==> src/design/wrau_consts.svh <==
// Constants for the working register address unit.
// Assumes an 8-bit register file address space of 256 bytes.
`ifndef WRAU_CONSTS_SVH
`define WRAU_CONSTS_SVH

`define WRAU_FIRST_PTR_ADDR 8'hD6
`define WRAU_SECOND_PTR_ADDR 8'hD7
`define WRAU_FIRST_PTR_RST 8'hC0
`define WRAU_SECOND_PTR_RST 8'hC8
`define WRAU_SLICE_STEP 8'h08
`define WRAU_SLICE_COUNT 32
`define WRAU_WR8_PREFIX 4'hC
`define WRAU_UPPER_BASE 8'hC0
`define WRAU_COMMON_LAST 8'hCF
`define WRAU_SLICE_HI 7
`define WRAU_SLICE_LO 3

`endif

==> src/design/wrau_pkg.sv <==
// Types shared by the working register address unit.
// Assumes the constants header is included by each user.
package wrau_pkg;

    typedef enum logic [1:0] {
        WRAU_PTR_NONE = 2'b00,
        WRAU_PTR_BOTH = 2'b01,
        WRAU_PTR_FIRST = 2'b10,
        WRAU_PTR_SECOND = 2'b11
    } wrau_ptr_cmd_t;

    typedef enum logic [1:0] {
        WRAU_SET_NORMAL = 2'b00,
        WRAU_SET_UPPER1 = 2'b01,
        WRAU_SET_UPPER2 = 2'b10
    } wrau_space_t;

endpackage

==> src/design/wrau_slice_mux.sv <==
// Forms a register address from a 4-bit working register index and two pointers.
// Assumes pointers come from the same clock domain; purely combinational.
`timescale 1ns/1ps
`include "wrau_consts.svh"
module wrau_slice_mux
    import wrau_pkg::*;
(
    input wire logic [3:0] regIndex,
    input wire logic [7:0] firstPtr,
    input wire logic [7:0] secondPtr,
    output logic [7:0] regAddr,
    output logic usesSecond
);
    wire logic [7:0] chosenPtr;

    assign usesSecond = regIndex[3];
    assign chosenPtr = usesSecond ? secondPtr : firstPtr;
    assign regAddr = {chosenPtr[`WRAU_SLICE_HI:`WRAU_SLICE_LO], regIndex[2:0]};
endmodule

==> src/design/wrau_pair_align.sv <==
// Splits a 16-bit register pair address into its even and odd bytes.
// Assumes the caller supplies any address; bit 0 is forced to even.
`timescale 1ns/1ps
module wrau_pair_align
    import wrau_pkg::*;
(
    input wire logic [7:0] pairAddr,
    input wire logic [15:0] pairData,
    output logic [7:0] evenAddr,
    output logic [7:0] oddAddr,
    output logic [7:0] evenByte,
    output logic [7:0] oddByte
);
    assign evenAddr = {pairAddr[7:1], 1'b0};
    assign oddAddr = {pairAddr[7:1], 1'b1};
    assign evenByte = pairData[15:8];
    assign oddByte = pairData[7:0];
endmodule

==> src/design/wrau_top.sv <==
// Working register address unit: slice pointers and operand address forming.
// Assumes the CPU decoder drives operands and write strobes on ref_clk.
//
// Contract
// - Register file seen as 32 slices.
// - Two pointers select two slices together.
// - Block movable anywhere except second upper set.
// - Slice registers share upper five address bits.
// - Reset pointers to C0H and C8H.
// - Pointers live at D6H and D7H.
// - Pointers load by set instructions or loads.
// - Working operands reach only selected slices.
// - Second upper set only indirect or indexed.
// - Direct mode reaches all but second set.
// - Register pair starts at even address.
// - High byte even, low byte odd.
// - Index top bit picks the pointer.
// - Pointer upper five bits form address top.
// - Index low three bits select register.
// - Common area reachable from any page.
// - Prefix 1100B operand acts as 4-bit index.
`timescale 1ns/1ps
`include "wrau_consts.svh"
module wrau_top
    import wrau_pkg::*;
(
    input wire logic ref_clk,
    input wire logic rst_b,
    // Pointer update from set-pointer instructions.
    input wire wrau_ptr_cmd_t ptrCmd,
    input wire logic [7:0] ptrOperand,
    // Ordinary register write port of the datapath.
    input wire logic regWrEn,
    input wire logic [7:0] regWrAddr,
    input wire logic [7:0] regWrData,
    // Ordinary register read of the pointer locations.
    input wire logic [7:0] regRdAddr,
    output logic [7:0] regRdData,
    output logic regRdHit,
    // Operand decode.
    input wire logic isShortOperand,
    input wire logic [7:0] operand,
    input wire wrau_space_t operandSpace,
    input wire logic [7:0] pageSel,
    output logic [7:0] effAddr,
    output logic effWorking,
    output logic effUpper2,
    output logic effIllegal,
    // Register pair layout.
    input wire logic [15:0] pairData,
    output logic [7:0] pairEvenAddr,
    output logic [7:0] pairOddAddr,
    output logic [7:0] pairHighByte,
    output logic [7:0] pairLowByte,
    output logic [7:0] firstSlicePtr,
    output logic [7:0] secondSlicePtr
);
    logic [7:0] first_slice_pointer_ff;
    logic [7:0] second_slice_pointer_ff;
    logic [7:0] nxt_first_slice_pointer;
    logic [7:0] nxt_second_slice_pointer;

    // Decode of writes aimed at either pointer location.
    wire logic wrFirst;
    wire logic wrSecond;
    wire logic cmdFirst;
    wire logic cmdSecond;
    wire logic [7:0] operandPlus8;
    wire logic isWorking;
    wire logic [3:0] workIndex;
    wire logic [7:0] workAddr;
    wire logic upperAddr;
    wire logic commonAddr;
    wire logic upper2Ok;
    wire logic directIllegal;

    function automatic logic hitsUpper(input logic [7:0] addr);
        hitsUpper = (addr >= `WRAU_UPPER_BASE);
    endfunction

    function automatic logic hitsCommon(input logic [7:0] addr);
        hitsCommon = hitsUpper(addr) && (addr <= `WRAU_COMMON_LAST);
    endfunction

    assign wrFirst = regWrEn && (regWrAddr == `WRAU_FIRST_PTR_ADDR);
    assign wrSecond = regWrEn && (regWrAddr == `WRAU_SECOND_PTR_ADDR);
    assign cmdFirst = (ptrCmd == WRAU_PTR_BOTH) || (ptrCmd == WRAU_PTR_FIRST);
    assign cmdSecond = (ptrCmd == WRAU_PTR_BOTH) || (ptrCmd == WRAU_PTR_SECOND);
    assign operandPlus8 = 8'(ptrOperand + `WRAU_SLICE_STEP);

    // The set-pointer instruction wins if both sources fire in one cycle,
    // since the decoder never issues both for one instruction.
    always_comb begin
        nxt_first_slice_pointer = first_slice_pointer_ff;
        nxt_second_slice_pointer = second_slice_pointer_ff;
        if (wrFirst) begin
            nxt_first_slice_pointer = regWrData;
        end
        if (wrSecond) begin
            nxt_second_slice_pointer = regWrData;
        end
        if (cmdFirst) begin
            nxt_first_slice_pointer = ptrOperand;
        end
        if (ptrCmd == WRAU_PTR_BOTH) begin
            nxt_second_slice_pointer = operandPlus8;
        end else if (cmdSecond) begin
            nxt_second_slice_pointer = ptrOperand;
        end
    end

    always_ff @(posedge ref_clk) begin
        if (!rst_b) begin
            first_slice_pointer_ff <= `WRAU_FIRST_PTR_RST;
            second_slice_pointer_ff <= `WRAU_SECOND_PTR_RST;
        end else begin
            first_slice_pointer_ff <= nxt_first_slice_pointer;
            second_slice_pointer_ff <= nxt_second_slice_pointer;
        end
    end

    assign firstSlicePtr = first_slice_pointer_ff;
    assign secondSlicePtr = second_slice_pointer_ff;

    // Pointer readback through the ordinary register read path.
    assign regRdHit = (regRdAddr == `WRAU_FIRST_PTR_ADDR) ||
                      (regRdAddr == `WRAU_SECOND_PTR_ADDR);
    assign regRdData = (regRdAddr == `WRAU_FIRST_PTR_ADDR) ? first_slice_pointer_ff :
                       (regRdAddr == `WRAU_SECOND_PTR_ADDR) ? second_slice_pointer_ff :
                       8'h00;

    // A short 4-bit operand or an 8-bit operand with prefix 1100B is working.
    assign isWorking = isShortOperand ||
                       (operand[7:4] == `WRAU_WR8_PREFIX);
    assign workIndex = operand[3:0];

    // Pointers are 8 bits with the slice in the top five, giving 32 slices.
    wrau_slice_mux u_slice_mux (
        .regIndex(workIndex),
        .firstPtr(first_slice_pointer_ff),
        .secondPtr(second_slice_pointer_ff),
        .regAddr(workAddr),
        .usesSecond()
    );

    assign upperAddr = hitsUpper(operand);
    assign commonAddr = hitsCommon(operand);
    // The upper set as a second space is only for indirect and indexed modes.
    assign upper2Ok = (operandSpace == WRAU_SET_UPPER2) && upperAddr;
    // Direct naming of the common area never flags: its 1100B prefix always decodes as a working access.
    assign directIllegal = !isWorking &&
                           ((operandSpace == WRAU_SET_NORMAL) && commonAddr);

    // Working decode ignores pageSel, so the common area is page independent,
    // and the result always lands in the first space, never the second set.
    assign effAddr = isWorking ? workAddr : operand;
    assign effWorking = isWorking;
    assign effUpper2 = !isWorking && upper2Ok;
    assign effIllegal = directIllegal ||
                        (!isWorking && (operandSpace == WRAU_SET_UPPER2) && !upperAddr);

    wrau_pair_align u_pair_align (
        .pairAddr(effAddr),
        .pairData(pairData),
        .evenAddr(pairEvenAddr),
        .oddAddr(pairOddAddr),
        .evenByte(pairHighByte),
        .oddByte(pairLowByte)
    );

    wire logic unusedPage;
    assign unusedPage = ^pageSel;
endmodule

==> config.mk <==
export PLATFORM = sky130hd
export DESIGN_NAME = wrau_top
export DESIGN_NICKNAME = d
export VERILOG_FILES = /design/src/design/wrau_pkg.sv /design/src/design/wrau_slice_mux.sv /design/src/design/wrau_pair_align.sv /design/src/design/wrau_top.sv
export VERILOG_INCLUDE_DIRS = /design/src /design/src/design
export SDC_FILE = /design/constraint.sdc
export NUM_CORES = 1
export LEC_CHECK = 0
export ABC_CLOCK_PERIOD_IN_PS = 2750
export BUFFER_PORTS_ARGS = -buffer_cell sky130_fd_sc_hd__buf_4
export CORE_MARGIN = 8
export CORE_UTILIZATION = 41
export DETAILED_ROUTE_END_ITERATION = 7
export HOLD_SLACK_MARGIN = 0.15
export PLACE_DENSITY_LB_ADDON = 0.25
export SLEW_MARGIN = 0
export SYNTH_ARGS = -nofsm -noshare
export SYNTH_HDL_FRONTEND = slang
export SYNTH_SLANG_ARGS = --single-unit
==> constraint.sdc <==
create_clock -name ref_clk -period 2.75 [get_ports ref_clk]
set_input_delay 0.1375 -clock ref_clk [delete_from_list [all_inputs] [get_ports ref_clk]]
set_output_delay 0.1375 -clock ref_clk [all_outputs]
set_load 0.02 [all_outputs]
Yosys cells after proc, flatten, opt, wreduce, memory -nomap -nowiden
Cells that the tools add are included.
{"block": "classes", "eq_ne": 9, "order_cmp": 2, "reduce_logical": 19, "n_addsub": 1, "n_mux": 9}
{"cell": "two-way mux 8 bit", "count": 9}
{"cell": "== test 8 bit (second input constant)", "count": 4}
{"cell": "logical AND 1 bit", "count": 9}
{"cell": "adder 8 x 4 -> 8 bit (second input constant)", "count": 1}
{"cell": "greater-or-equal comparator 8 bit (second input constant)", "count": 1}
{"cell": "<= comparator 8 bit (second input constant)", "count": 1}
{"cell": "== test 2 bit (second input constant)", "count": 3}
{"cell": "logical OR 1 bit", "count": 5}
{"cell": "== test 4 bit (second input constant)", "count": 1}
{"cell": "nonzero test 3 bit", "count": 1}
{"cell": "== test 2 x 1 -> 1 bit (second input constant)", "count": 1}
{"cell": "zero test 1 bit", "count": 2}
{"cell": "zero test 2 bit", "count": 1}
{"cell": "nonzero test 2 bit", "count": 1}
{"block": "word_totals", "reg_bits": 16, "elab_cells": 42, "out_inout_bits": 68}

Depth between registers and ports, before layout
Gate-level depths: netlist of run 1.
{"block": "logic_depth", "depth_word": 6, "depth_mapped": 6, "mapped_depth_nobuf": 5}

By module
Synthesis of run 1 repeated with hierarchy kept, for this count alone.
{"block": "unflattened", "cells_unflattened": 191, "area_unflattened_um2": 1630.3}
{"mod": "wrau_top", "n_inst": 1, "cells_each": 148, "area_each_um2": 1296.2}
{"mod": "wrau_pair_align", "n_inst": 1, "cells_each": 34, "area_each_um2": 247.7}
{"mod": "wrau_slice_mux", "n_inst": 1, "cells_each": 9, "area_each_um2": 86.3}

Worst setup path after synthesis of run 1
Ideal clock, no wire load.
{"block": "synth_path", "kind": "register to output", "start": "reg second_slice_pointer_ff[4], in the netlist secondSlicePtr[4]", "end": "out pairEvenAddr[4]", "setup_slack_ns": 1.199, "required_ns": 2.612, "path_stages_with_launch": 4, "t_arrival_ns": 1.413, "path_buffers": 1, "cell_sequence": "dfxtp_1 -> mux2i_1 -> o21ai_0 -> buf_4"}
{"block": "synth_via", "elab_chain_len": 2}
{"item": "from (decl)", "line_no": "wrau_top.sv:59", "rtl": "logic [7:0] second_slice_pointer_ff;"}
{"item": "from (signal assigned)", "line_no": "wrau_top.sv:115", "rtl": "second_slice_pointer_ff <= `WRAU_SECOND_PTR_RST;"}
{"item": "from (signal assigned)", "line_no": "wrau_top.sv:118", "rtl": "second_slice_pointer_ff <= nxt_second_slice_pointer;"}
{"item": "two-way mux 8 bit", "line_no": "wrau_slice_mux.sv:17", "rtl": "assign chosenPtr = usesSecond ? secondPtr : firstPtr;"}
{"item": "two-way mux 8 bit", "line_no": "wrau_top.sv:156", "rtl": "assign effAddr = isWorking ? workAddr : operand;"}
{"item": "to (decl)", "line_no": "wrau_top.sv:51", "rtl": "output logic [7:0] pairEvenAddr,"}
Every way passes these cells.

Worst setup path in the final report of run 1
{"block": "layout_path", "start": "in ptrCmd[0]", "end": "reg first_slice_pointer_ff[1], in the netlist firstSlicePtr[1]"}
{"block": "layout_via", "elab_chain_len": 3}
{"item": "from (decl)", "line_no": "wrau_top.sv:30", "rtl": "input wire wrau_ptr_cmd_t ptrCmd,"}
{"item": "== test 2 x 1 -> 1 bit or == test 2 bit (tied branches)", "line_no": "wrau_top.sv:87", "rtl": "assign cmdFirst = (ptrCmd == WRAU_PTR_BOTH) || (ptrCmd == WRAU_PTR_FIRST);"}
{"item": "logical OR 1 bit *", "line_no": "wrau_top.sv:87"}
{"item": "two-way mux 8 bit or nonzero test 2 bit (tied branches)"}
{"item": "to (signal assigned)", "line_no": "wrau_top.sv:114", "rtl": "first_slice_pointer_ff <= `WRAU_FIRST_PTR_RST;"}
{"item": "to (signal assigned)", "line_no": "wrau_top.sv:117", "rtl": "first_slice_pointer_ff <= nxt_first_slice_pointer;"}
{"item": "to (decl)", "line_no": "wrau_top.sv:58", "rtl": "logic [7:0] first_slice_pointer_ff;"}
Every way passes the cells marked *; elsewhere a longest branch is shown, timed or not.
A chain may end at the register's enable or synchronous reset.

==> flow_metrics.py, run 1 <==
metrics = {
    "synth": {
        "synth_cell_types": 41,
        "synthesis.area_um2": 1590,
        "netlist_instances": 194,
        "seq_area_frac_synth_pct": 20.1,
        "ys_async_sr_fraction_pct": 0,
        "synthTopCellsByCount": "buf_4 (36), mux2i_1 (24), nor2_1 (19)",
        "synth-seq-cells": 16,
        "avgSynthCellArea_um2": 8.20,
        "yosys-top-cells-area": "dfxtp_1 (20%), buf_4 (17%), mux2i_1 (15%)",
        "yosysMostFrequentCell": "buf_4",
        "synth_fp_nets": 269,
        "yosys_warnings": 0,
        "synth_flop_cell": "dfxtp_1",
        "synth.top_cell.area_share_pct": 20.1,
        "synth_edf_count": 0,
        "synth.largest_area_cell": "dfxtp_1",
    },
    "grt": {
        "grt_pass1_wl_mm": 7.29,
        "grtUsageMet2_pct": 22.1,
        "grtUsageMet1_pct": 16.9,
        "grt.overflow.total": 0,
        "grt_antenna_before_repair": 0,
        "grt_use_total_pct": 14.1,
        "grt_pass1_vias": 1479,
        "grt_max_degree": 22,
        "use_met3_pct": 5.47,
        "busiest_layer": "met2",
    },
    "clock_tree": {
        "clkSinkCount": 16,
        "cts.clk_slew.worst_paths_ns": 0.06,
        "cts_hold_buf": 0,
        "clk_latency_ns": 0.25,
        "clockRootBuffer": "clkbuf_8",
        "numCtsBuffers": 3,
        "cts_resized": 0,
        "clock_path_buffers": 2,
        "htreeDepth": 1,
        "cts_setup_buffers": 0,
        "cts_tree": "built",
    },
    "pwr": {
        "vdd_ir_drop_max_v": 0.000120,
        "power_density_nw_per_um2": 402,
        "p_leak_nw": 0.996,
    },
    "placed_design": {
        "gp_congestion": 0.835,
        "hpwl_mm": 3.82,
        "portBuffers": 87,
    },
    "critical_path": {
        "cp_slowest_cell": "o31a_1",
        "cp_max_fo": 11,
        "arrival_ns": 1.58,
        "critical_path_class": "in -> reg",
        "cp-start-kind": "input port",
        "required_ns": 2.93,
        "cp-end-kind": "flip-flop",
        "cp-startpoint": "ptrCmd[0]",
        "timing.rr.start": "secondSlicePtr[5]",
        "slowest_delay_ns": 0.55,
        "path_cells": "buf_4 -> ha_1 -> o31a_1 -> mux2i_1",
    },
    "routing": {
        "viasPerCell": 5.08,
        "drc": 0,
        "vias": 1463,
        "antenna_left": 0,
        "first_iter_violations": 28,
        "wl_per_cell_um": 15.6,
        "drt-total-wl_mm": 4.49,
        "dr.pass1.iters": 4,
    },
    "timing": {
        "rsz0062_at_grt": "no",
        "tightest_slew_ns": 0.528,
        "setup-tns-final_ns": 0,
        "drv_slew": 0,
        "max_slew_margin_pct": 64.8,
        "post-route-min-period_ns": 1.41,
        "holdWs_ns": 0.176,
        "skew_ns": 0,
        "finalHoldViolCount": 0,
        "fmax_ghz": 0.712,
        "fin_crit_sh_pct": 51.1,
        "setup_viol": 0,
    },
    "floorplanning": {
        "row_count": 22,
        "die_w_um": 78.3,
        "die-area_um2": 6130,
        "start_util_pct": 43.1,
        "core-area_um2": 3690,
        "fp.dieH_um": 78.3,
        "io_pins": 140,
    },
    "worst_hold_path": {
        "hp-class": "in -> reg",
        "hold_start": "regWrData[7]",
    },
    "finish": {
        "area.growth.synth_to_final_pct": 28.1,
        "finalNetCount": 316,
        "antennaDiodeCount": 0,
        "drive_gt1_share_pct": 42.9,
    },
    "outcome": {
        "outcome": "finished, final reports clean",
    },
    "run": {
        "drv_cap": 0,
    },
}
-- path summary, 6_finish.rpt --
check                           end  slack, ns  cells past startpoint
setup / recovery   firstSlicePtr[1]       1.34                      4
hold / removal     firstSlicePtr[7]       0.18                      3
setup reg to reg  secondSlicePtr[5]       1.91                      2
hold reg to reg    firstSlicePtr[2]       0.48                      2
-- worst max-delay path, delay by kind of cell --
| kind | cells | cell delay [ns] |
|---|---|---|
| buffers and inverters | 1 | 0.12 |
| adder cells (fa/ha/maj) | 1 | 0.54 |
| multiplexers | 1 | 0.24 |
| AO/OA/AOI/OAI | 1 | 0.55 |
-- registers in the layout (all words and copies together) (netlist names) --
name            flops
firstSlicePtr       8
secondSlicePtr      8
-- stage by stage --
step | worst slack, ns | util, % | std cells | total power (W) | instance area, µm²
2_1_floorplan | 1.20 | - | 194 | 0.000540 | 1590
6_report | 1.34 | 55.2 | 288 | 0.000818 | 2040
5_1_grt | 1.23 | 55.2 | 288 | 0.000864 | 2040
3_3_place_gp | 1.07 | 53.7 | 284 | 0.000620 | 1980
3_5_place_dp | 1.06 | 53.7 | 284 | 0.000623 | 1980
4_1_cts | 1.31 | 55.2 | 288 | 0.000828 | 2040
-- metal layers --
metal | up-vias | part of all wire, %
li1 | 738 | -
met1 | 641 | 46
met2 | 78 | 42
met3 | 6 | 11
met4 | 0 | 1.7
met5 | - | 0
-- layout by cell type (no fill, tap or decap), types with 2 or more instances in the layout --
| master | count |
|---|---|
| a211oi_1 | 5 |
| o311ai_0 | 2 |
| dfxtp_1 | 16 |
| o311ai_1 | 2 |
| o22ai_1 | 3 |
| a21oi_1 | 2 |
| and3_1 | 4 |
| mux2_2 | 9 |
| a311oi_1 | 3 |
| inv_1 | 7 |
| conb_1 | 2 |
| buf_4 | 87 |
| clkbuf_8 | 4 |
| nor2b_1 | 3 |
| nand2_1 | 15 |
| nand2b_1 | 5 |
| nor2_1 | 19 |
| nor3_1 | 2 |
| mux2i_1 | 24 |
| ha_1 | 3 |
| o21ai_0 | 5 |
-- layout make-up --
cell class / count / area, µm²
Sequential cell: 16 / 320
Timing Repair Buffer: 87 / 653
Clock buffer: 4 / 55.1
Fill cell: 368 / 1650
Multi-Input combinational cell: 126 / 922
Inverter: 7 / 26.3
Tap cell: 48 / 60.1
-- cell families after synthesis --
group / Yosys count / share of synthesized area, %
flops: 16 / 20.1
simple gates: 58 / 18.9
compound gates: 29 / 14.2
other cells: 2 / 0.472
fa+ha+maj: 3 / 2.36
xor+xnor: 1 / 0.551
mux: 33 / 21.5
buf+inv: 52 / 21.9
-- where the power goes --
group          switching (W)  total (W)  internal (W)
clock network      0.0000768   0.000204      0.000127
registers          0.0000226   0.000278      0.000255
logic               0.000173   0.000337      0.000164
Note: power is estimated with default switching activity, not from simulation.
==> run 2: changes to the inputs <==
--- a/config.mk
+++ b/config.mk
@@ -6,10 +6,11 @@
 export SDC_FILE = /design/constraint.sdc
 export NUM_CORES = 1
 export LEC_CHECK = 0
-export ABC_CLOCK_PERIOD_IN_PS = 2750
+export ABC_AREA = 1
+export ABC_CLOCK_PERIOD_IN_PS = 1200
 export BUFFER_PORTS_ARGS = -buffer_cell sky130_fd_sc_hd__buf_4
 export CORE_MARGIN = 8
-export CORE_UTILIZATION = 41
+export CORE_UTILIZATION = 36
 export DETAILED_ROUTE_END_ITERATION = 7
 export HOLD_SLACK_MARGIN = 0.15
 export PLACE_DENSITY_LB_ADDON = 0.25
==> constraint.sdc (replaced) <==
create_clock -name ref_clk -period 1.2 [get_ports ref_clk]
set_input_delay 0.06 -clock ref_clk [delete_from_list [all_inputs] [get_ports ref_clk]]
set_output_delay 0.06 -clock ref_clk [all_outputs]
set_load 0.02 [all_outputs]
==> run 2 against run 1 <==
Count of clock-buffer cells in the layout decreased by 1. Clock power increased by 94%. Largest cell class is now non-clock buffers. Worst setup slack got worse by 1.3 ns. Global-route usage decreased by 0.52 points.
==> flow_metrics.py, run 2 <==
metrics = {
    "outcome": {
        "outcome": "finished, final reports clean",
    },
    "floorplanning": {
        "start_util_pct": 36.8,
        "core-area_um2": 4660,
        "fp.dieH_um": 85.0,
        "die_w_um": 85.0,
        "io_pins": 140,
        "row_count": 25,
        "die-area_um2": 7230,
    },
    "placed_design": {
        "gp_congestion": 0.830,
        "hpwl_mm": 3.99,
        "placed_cell_area_um2": 2180,
        "pre_cts_ws_ns": 0.000912,
        "portBuffers": 87,
    },
    "pwr": {
        "vdd_ir_drop_max_v": 0.000355,
        "p_leak_nw": 1.31,
        "power_density_nw_per_um2": 826,
        "power_frac_comb_pct": 49.7,
        "power_w": 0.00204,
        "p_int_w": 0.00127,
        "p_sw_w": 0.000776,
        "seqPwrFrac_pct": 31.0,
        "p_clk_share_pct": 19.3,
        "swShare_pct": 38.0,
    },
    "finish": {
        "drive_gt1_share_pct": 36.4,
        "finalNetCount": 426,
        "num-fill-cells": 468,
        "layout_common_cells": "buf_4 (97), nand2_1 (63), inv_1 (33)",
        "multi_input_area_um2": 940,
        "antennaDiodeCount": 0,
        "seqCellArea_um2": 324,
        "final_area_um2": 2470,
        "area.growth.synth_to_final_pct": 44.4,
        "final_common_cell": "buf_4",
    },
    "clock_tree": {
        "clk_latency_ns": 0.24,
        "clkSinkCount": 16,
        "cts.clk_slew.worst_paths_ns": 0.06,
        "htreeDepth": 1,
        "numCtsBuffers": 3,
        "clockRootBuffer": "clkbuf_8",
        "clock_path_buffers": 2,
        "cts_tree": "built",
    },
    "synth": {
        "synth_edf_count": 0,
        "yosysMostFrequentCell": "nand2_1",
        "synth.top_cell.area_share_pct": 18.7,
        "avgSynthCellArea_um2": 6.26,
        "synth_fp_nets": 349,
        "synthesis.area_um2": 1710,
        "yosys_warnings": 0,
        "seq_area_frac_synth_pct": 18.7,
        "synth.largest_area_cell": "dfxtp_1",
        "synth_flop_cell": "dfxtp_1",
        "yosys-top-cells-area": "dfxtp_1 (19%), buf_4 (18%), nand2_1 (14%)",
        "synth_cell_types": 30,
        "ys_async_sr_fraction_pct": 0,
        "netlist_instances": 274,
        "synth-seq-cells": 16,
        "synthTopCellsByCount": "nand2_1 (64), buf_4 (40), inv_1 (34)",
    },
    "timing": {
        "finalHoldViolCount": 0,
        "max_slew_margin_pct": 59.3,
        "tightest_slew_ns": 0.609,
        "drv_slew": 0,
        "skew_ns": 0,
        "holdWs_ns": 0.154,
        "fmax_ghz": 0.877,
        "post-route-min-period_ns": 1.14,
        "setup_viol": 0,
        "fin_crit_sh_pct": 95.1,
        "fin_ws_ns": 0.0593,
    },
    "critical_path": {
        "arrival_ns": 1.08,
        "required_ns": 1.14,
        "r2r_setup_slack_ns": 0.49,
        "cp_max_fo": 3,
        "timing.rr.end": "secondSlicePtr[4]",
        "cp-start-kind": "flip-flop",
        "r2r_cells": 4,
        "timing.rr.start": "secondSlicePtr[4]",
        "cp-end-kind": "primary output",
        "critical_path_class": "reg -> out",
    },
    "routing": {
        "vias": 1869,
        "drt-total-wl_mm": 5.19,
        "wl_per_cell_um": 12.9,
        "antenna_left": 0,
        "dr.pass1.iters": 4,
        "viasPerCell": 4.64,
        "first_iter_violations": 76,
        "drc": 0,
    },
    "grt": {
        "grt_antenna_before_repair": 0,
        "grt_pass1_vias": 1776,
        "grt_use_total_pct": 13.6,
        "grt.overflow.total": 0,
        "grt_pass1_wl_mm": 8.29,
        "grt_max_degree": 31,
    },
    "worst_hold_path": {
        "hold_end": "firstSlicePtr[2]",
        "hold_depth": 5,
        "hold_start": "regWrData[2]",
        "hp-class": "in -> reg",
    },
    "run": {
        "drv_cap": 0,
    },
}
[run 2: worst max path at each step]
stage	depth (start not counted)	end	from
5_1_grt	9	pairEvenAddr[5]	operand[5]
2_1_floorplan	3	pairEvenAddr[6]	secondSlicePtr[6]
6_report	5	pairEvenAddr[4]	secondSlicePtr[4]
3_5_place_dp	9	secondSlicePtr[6]	ptrCmd[0]
3_3_place_gp	7	secondSlicePtr[4]	ptrCmd[0]
4_1_cts	9	pairOddAddr[3]	operand[5]
[run 2: area by class of cell]
type / count / share of cell area, %
clock buffers: 3 / 1.67
inverters: 35 / 5.31
multi-input cells: 175 / 38.0
well taps: 54 / 2.73
flip-flops and latches: 16 / 13.1
repair buffers: 120 / 39.2
[run 2: what timing repair did]
item                                    4_1_cts  5_1_grt
hold buffers                                 20        0
hold endpoints to repair                     38        0
endpoints found under the setup margin        6       17
pin swaps                                     0        2
resized for setup                             2        9
buffers inserted                              0        2
[run 2: through the flow]
stage                     instances  TNS [ns]  util [%]
after CTS                       401         0      52.1
after global routing            403   -0.0403      53.1
after floorplan                 274         0         -
after detailed placement        378         0      46.8
after global placement          378         0      46.8
final                           403         0      53.1
[run 2: worst max-delay path: stages (launching register included)]
cell	delay (ns)
dfxtp_1	0.31
inv_1	0.10
nand2_1	0.06
o211ai_1	0.10
o21ai_2	0.10
buf_4	0.16
[run 2: power groups by stage]
stage	Sequential [W]	Clock [W]	Combinational (W)
floorplan	0.000700	0	0.000607
global placement	0.000640	0	0.000880
detailed placement	0.000642	0	0.000887
CTS	0.000631	0.000405	0.00100
global route	0.000641	0.000430	0.00110
finish	0.000633	0.000395	0.00102
[run 2: routing by layer]
metal / share of wire, % / global-route usage [%] / vias to the layer above
li1: - / - / 985
met1: 43 / 16.4 / 806
met2: 49 / 23.5 / 74
met3: 7.6 / 2.70 / 4
met4: 0.69 / 4.37 / 0
met5: 0 / 0 / -
[run 2: logic make-up (layout without fill, tap and decap cells)]
family / count (synthesis) / in the layout / share of synthesized area (%)
adders and majority gates: 3 / 3 / 2.19
AOI/OAI and AO/OA: 41 / 41 / 12.9
DFF: 16 / 16 / 18.7
and+or+nand+nor: 129 / 129 / 36.7
buffers and inverters: 83 / 158 / 29.1
other: 2 / 2 / 0.438
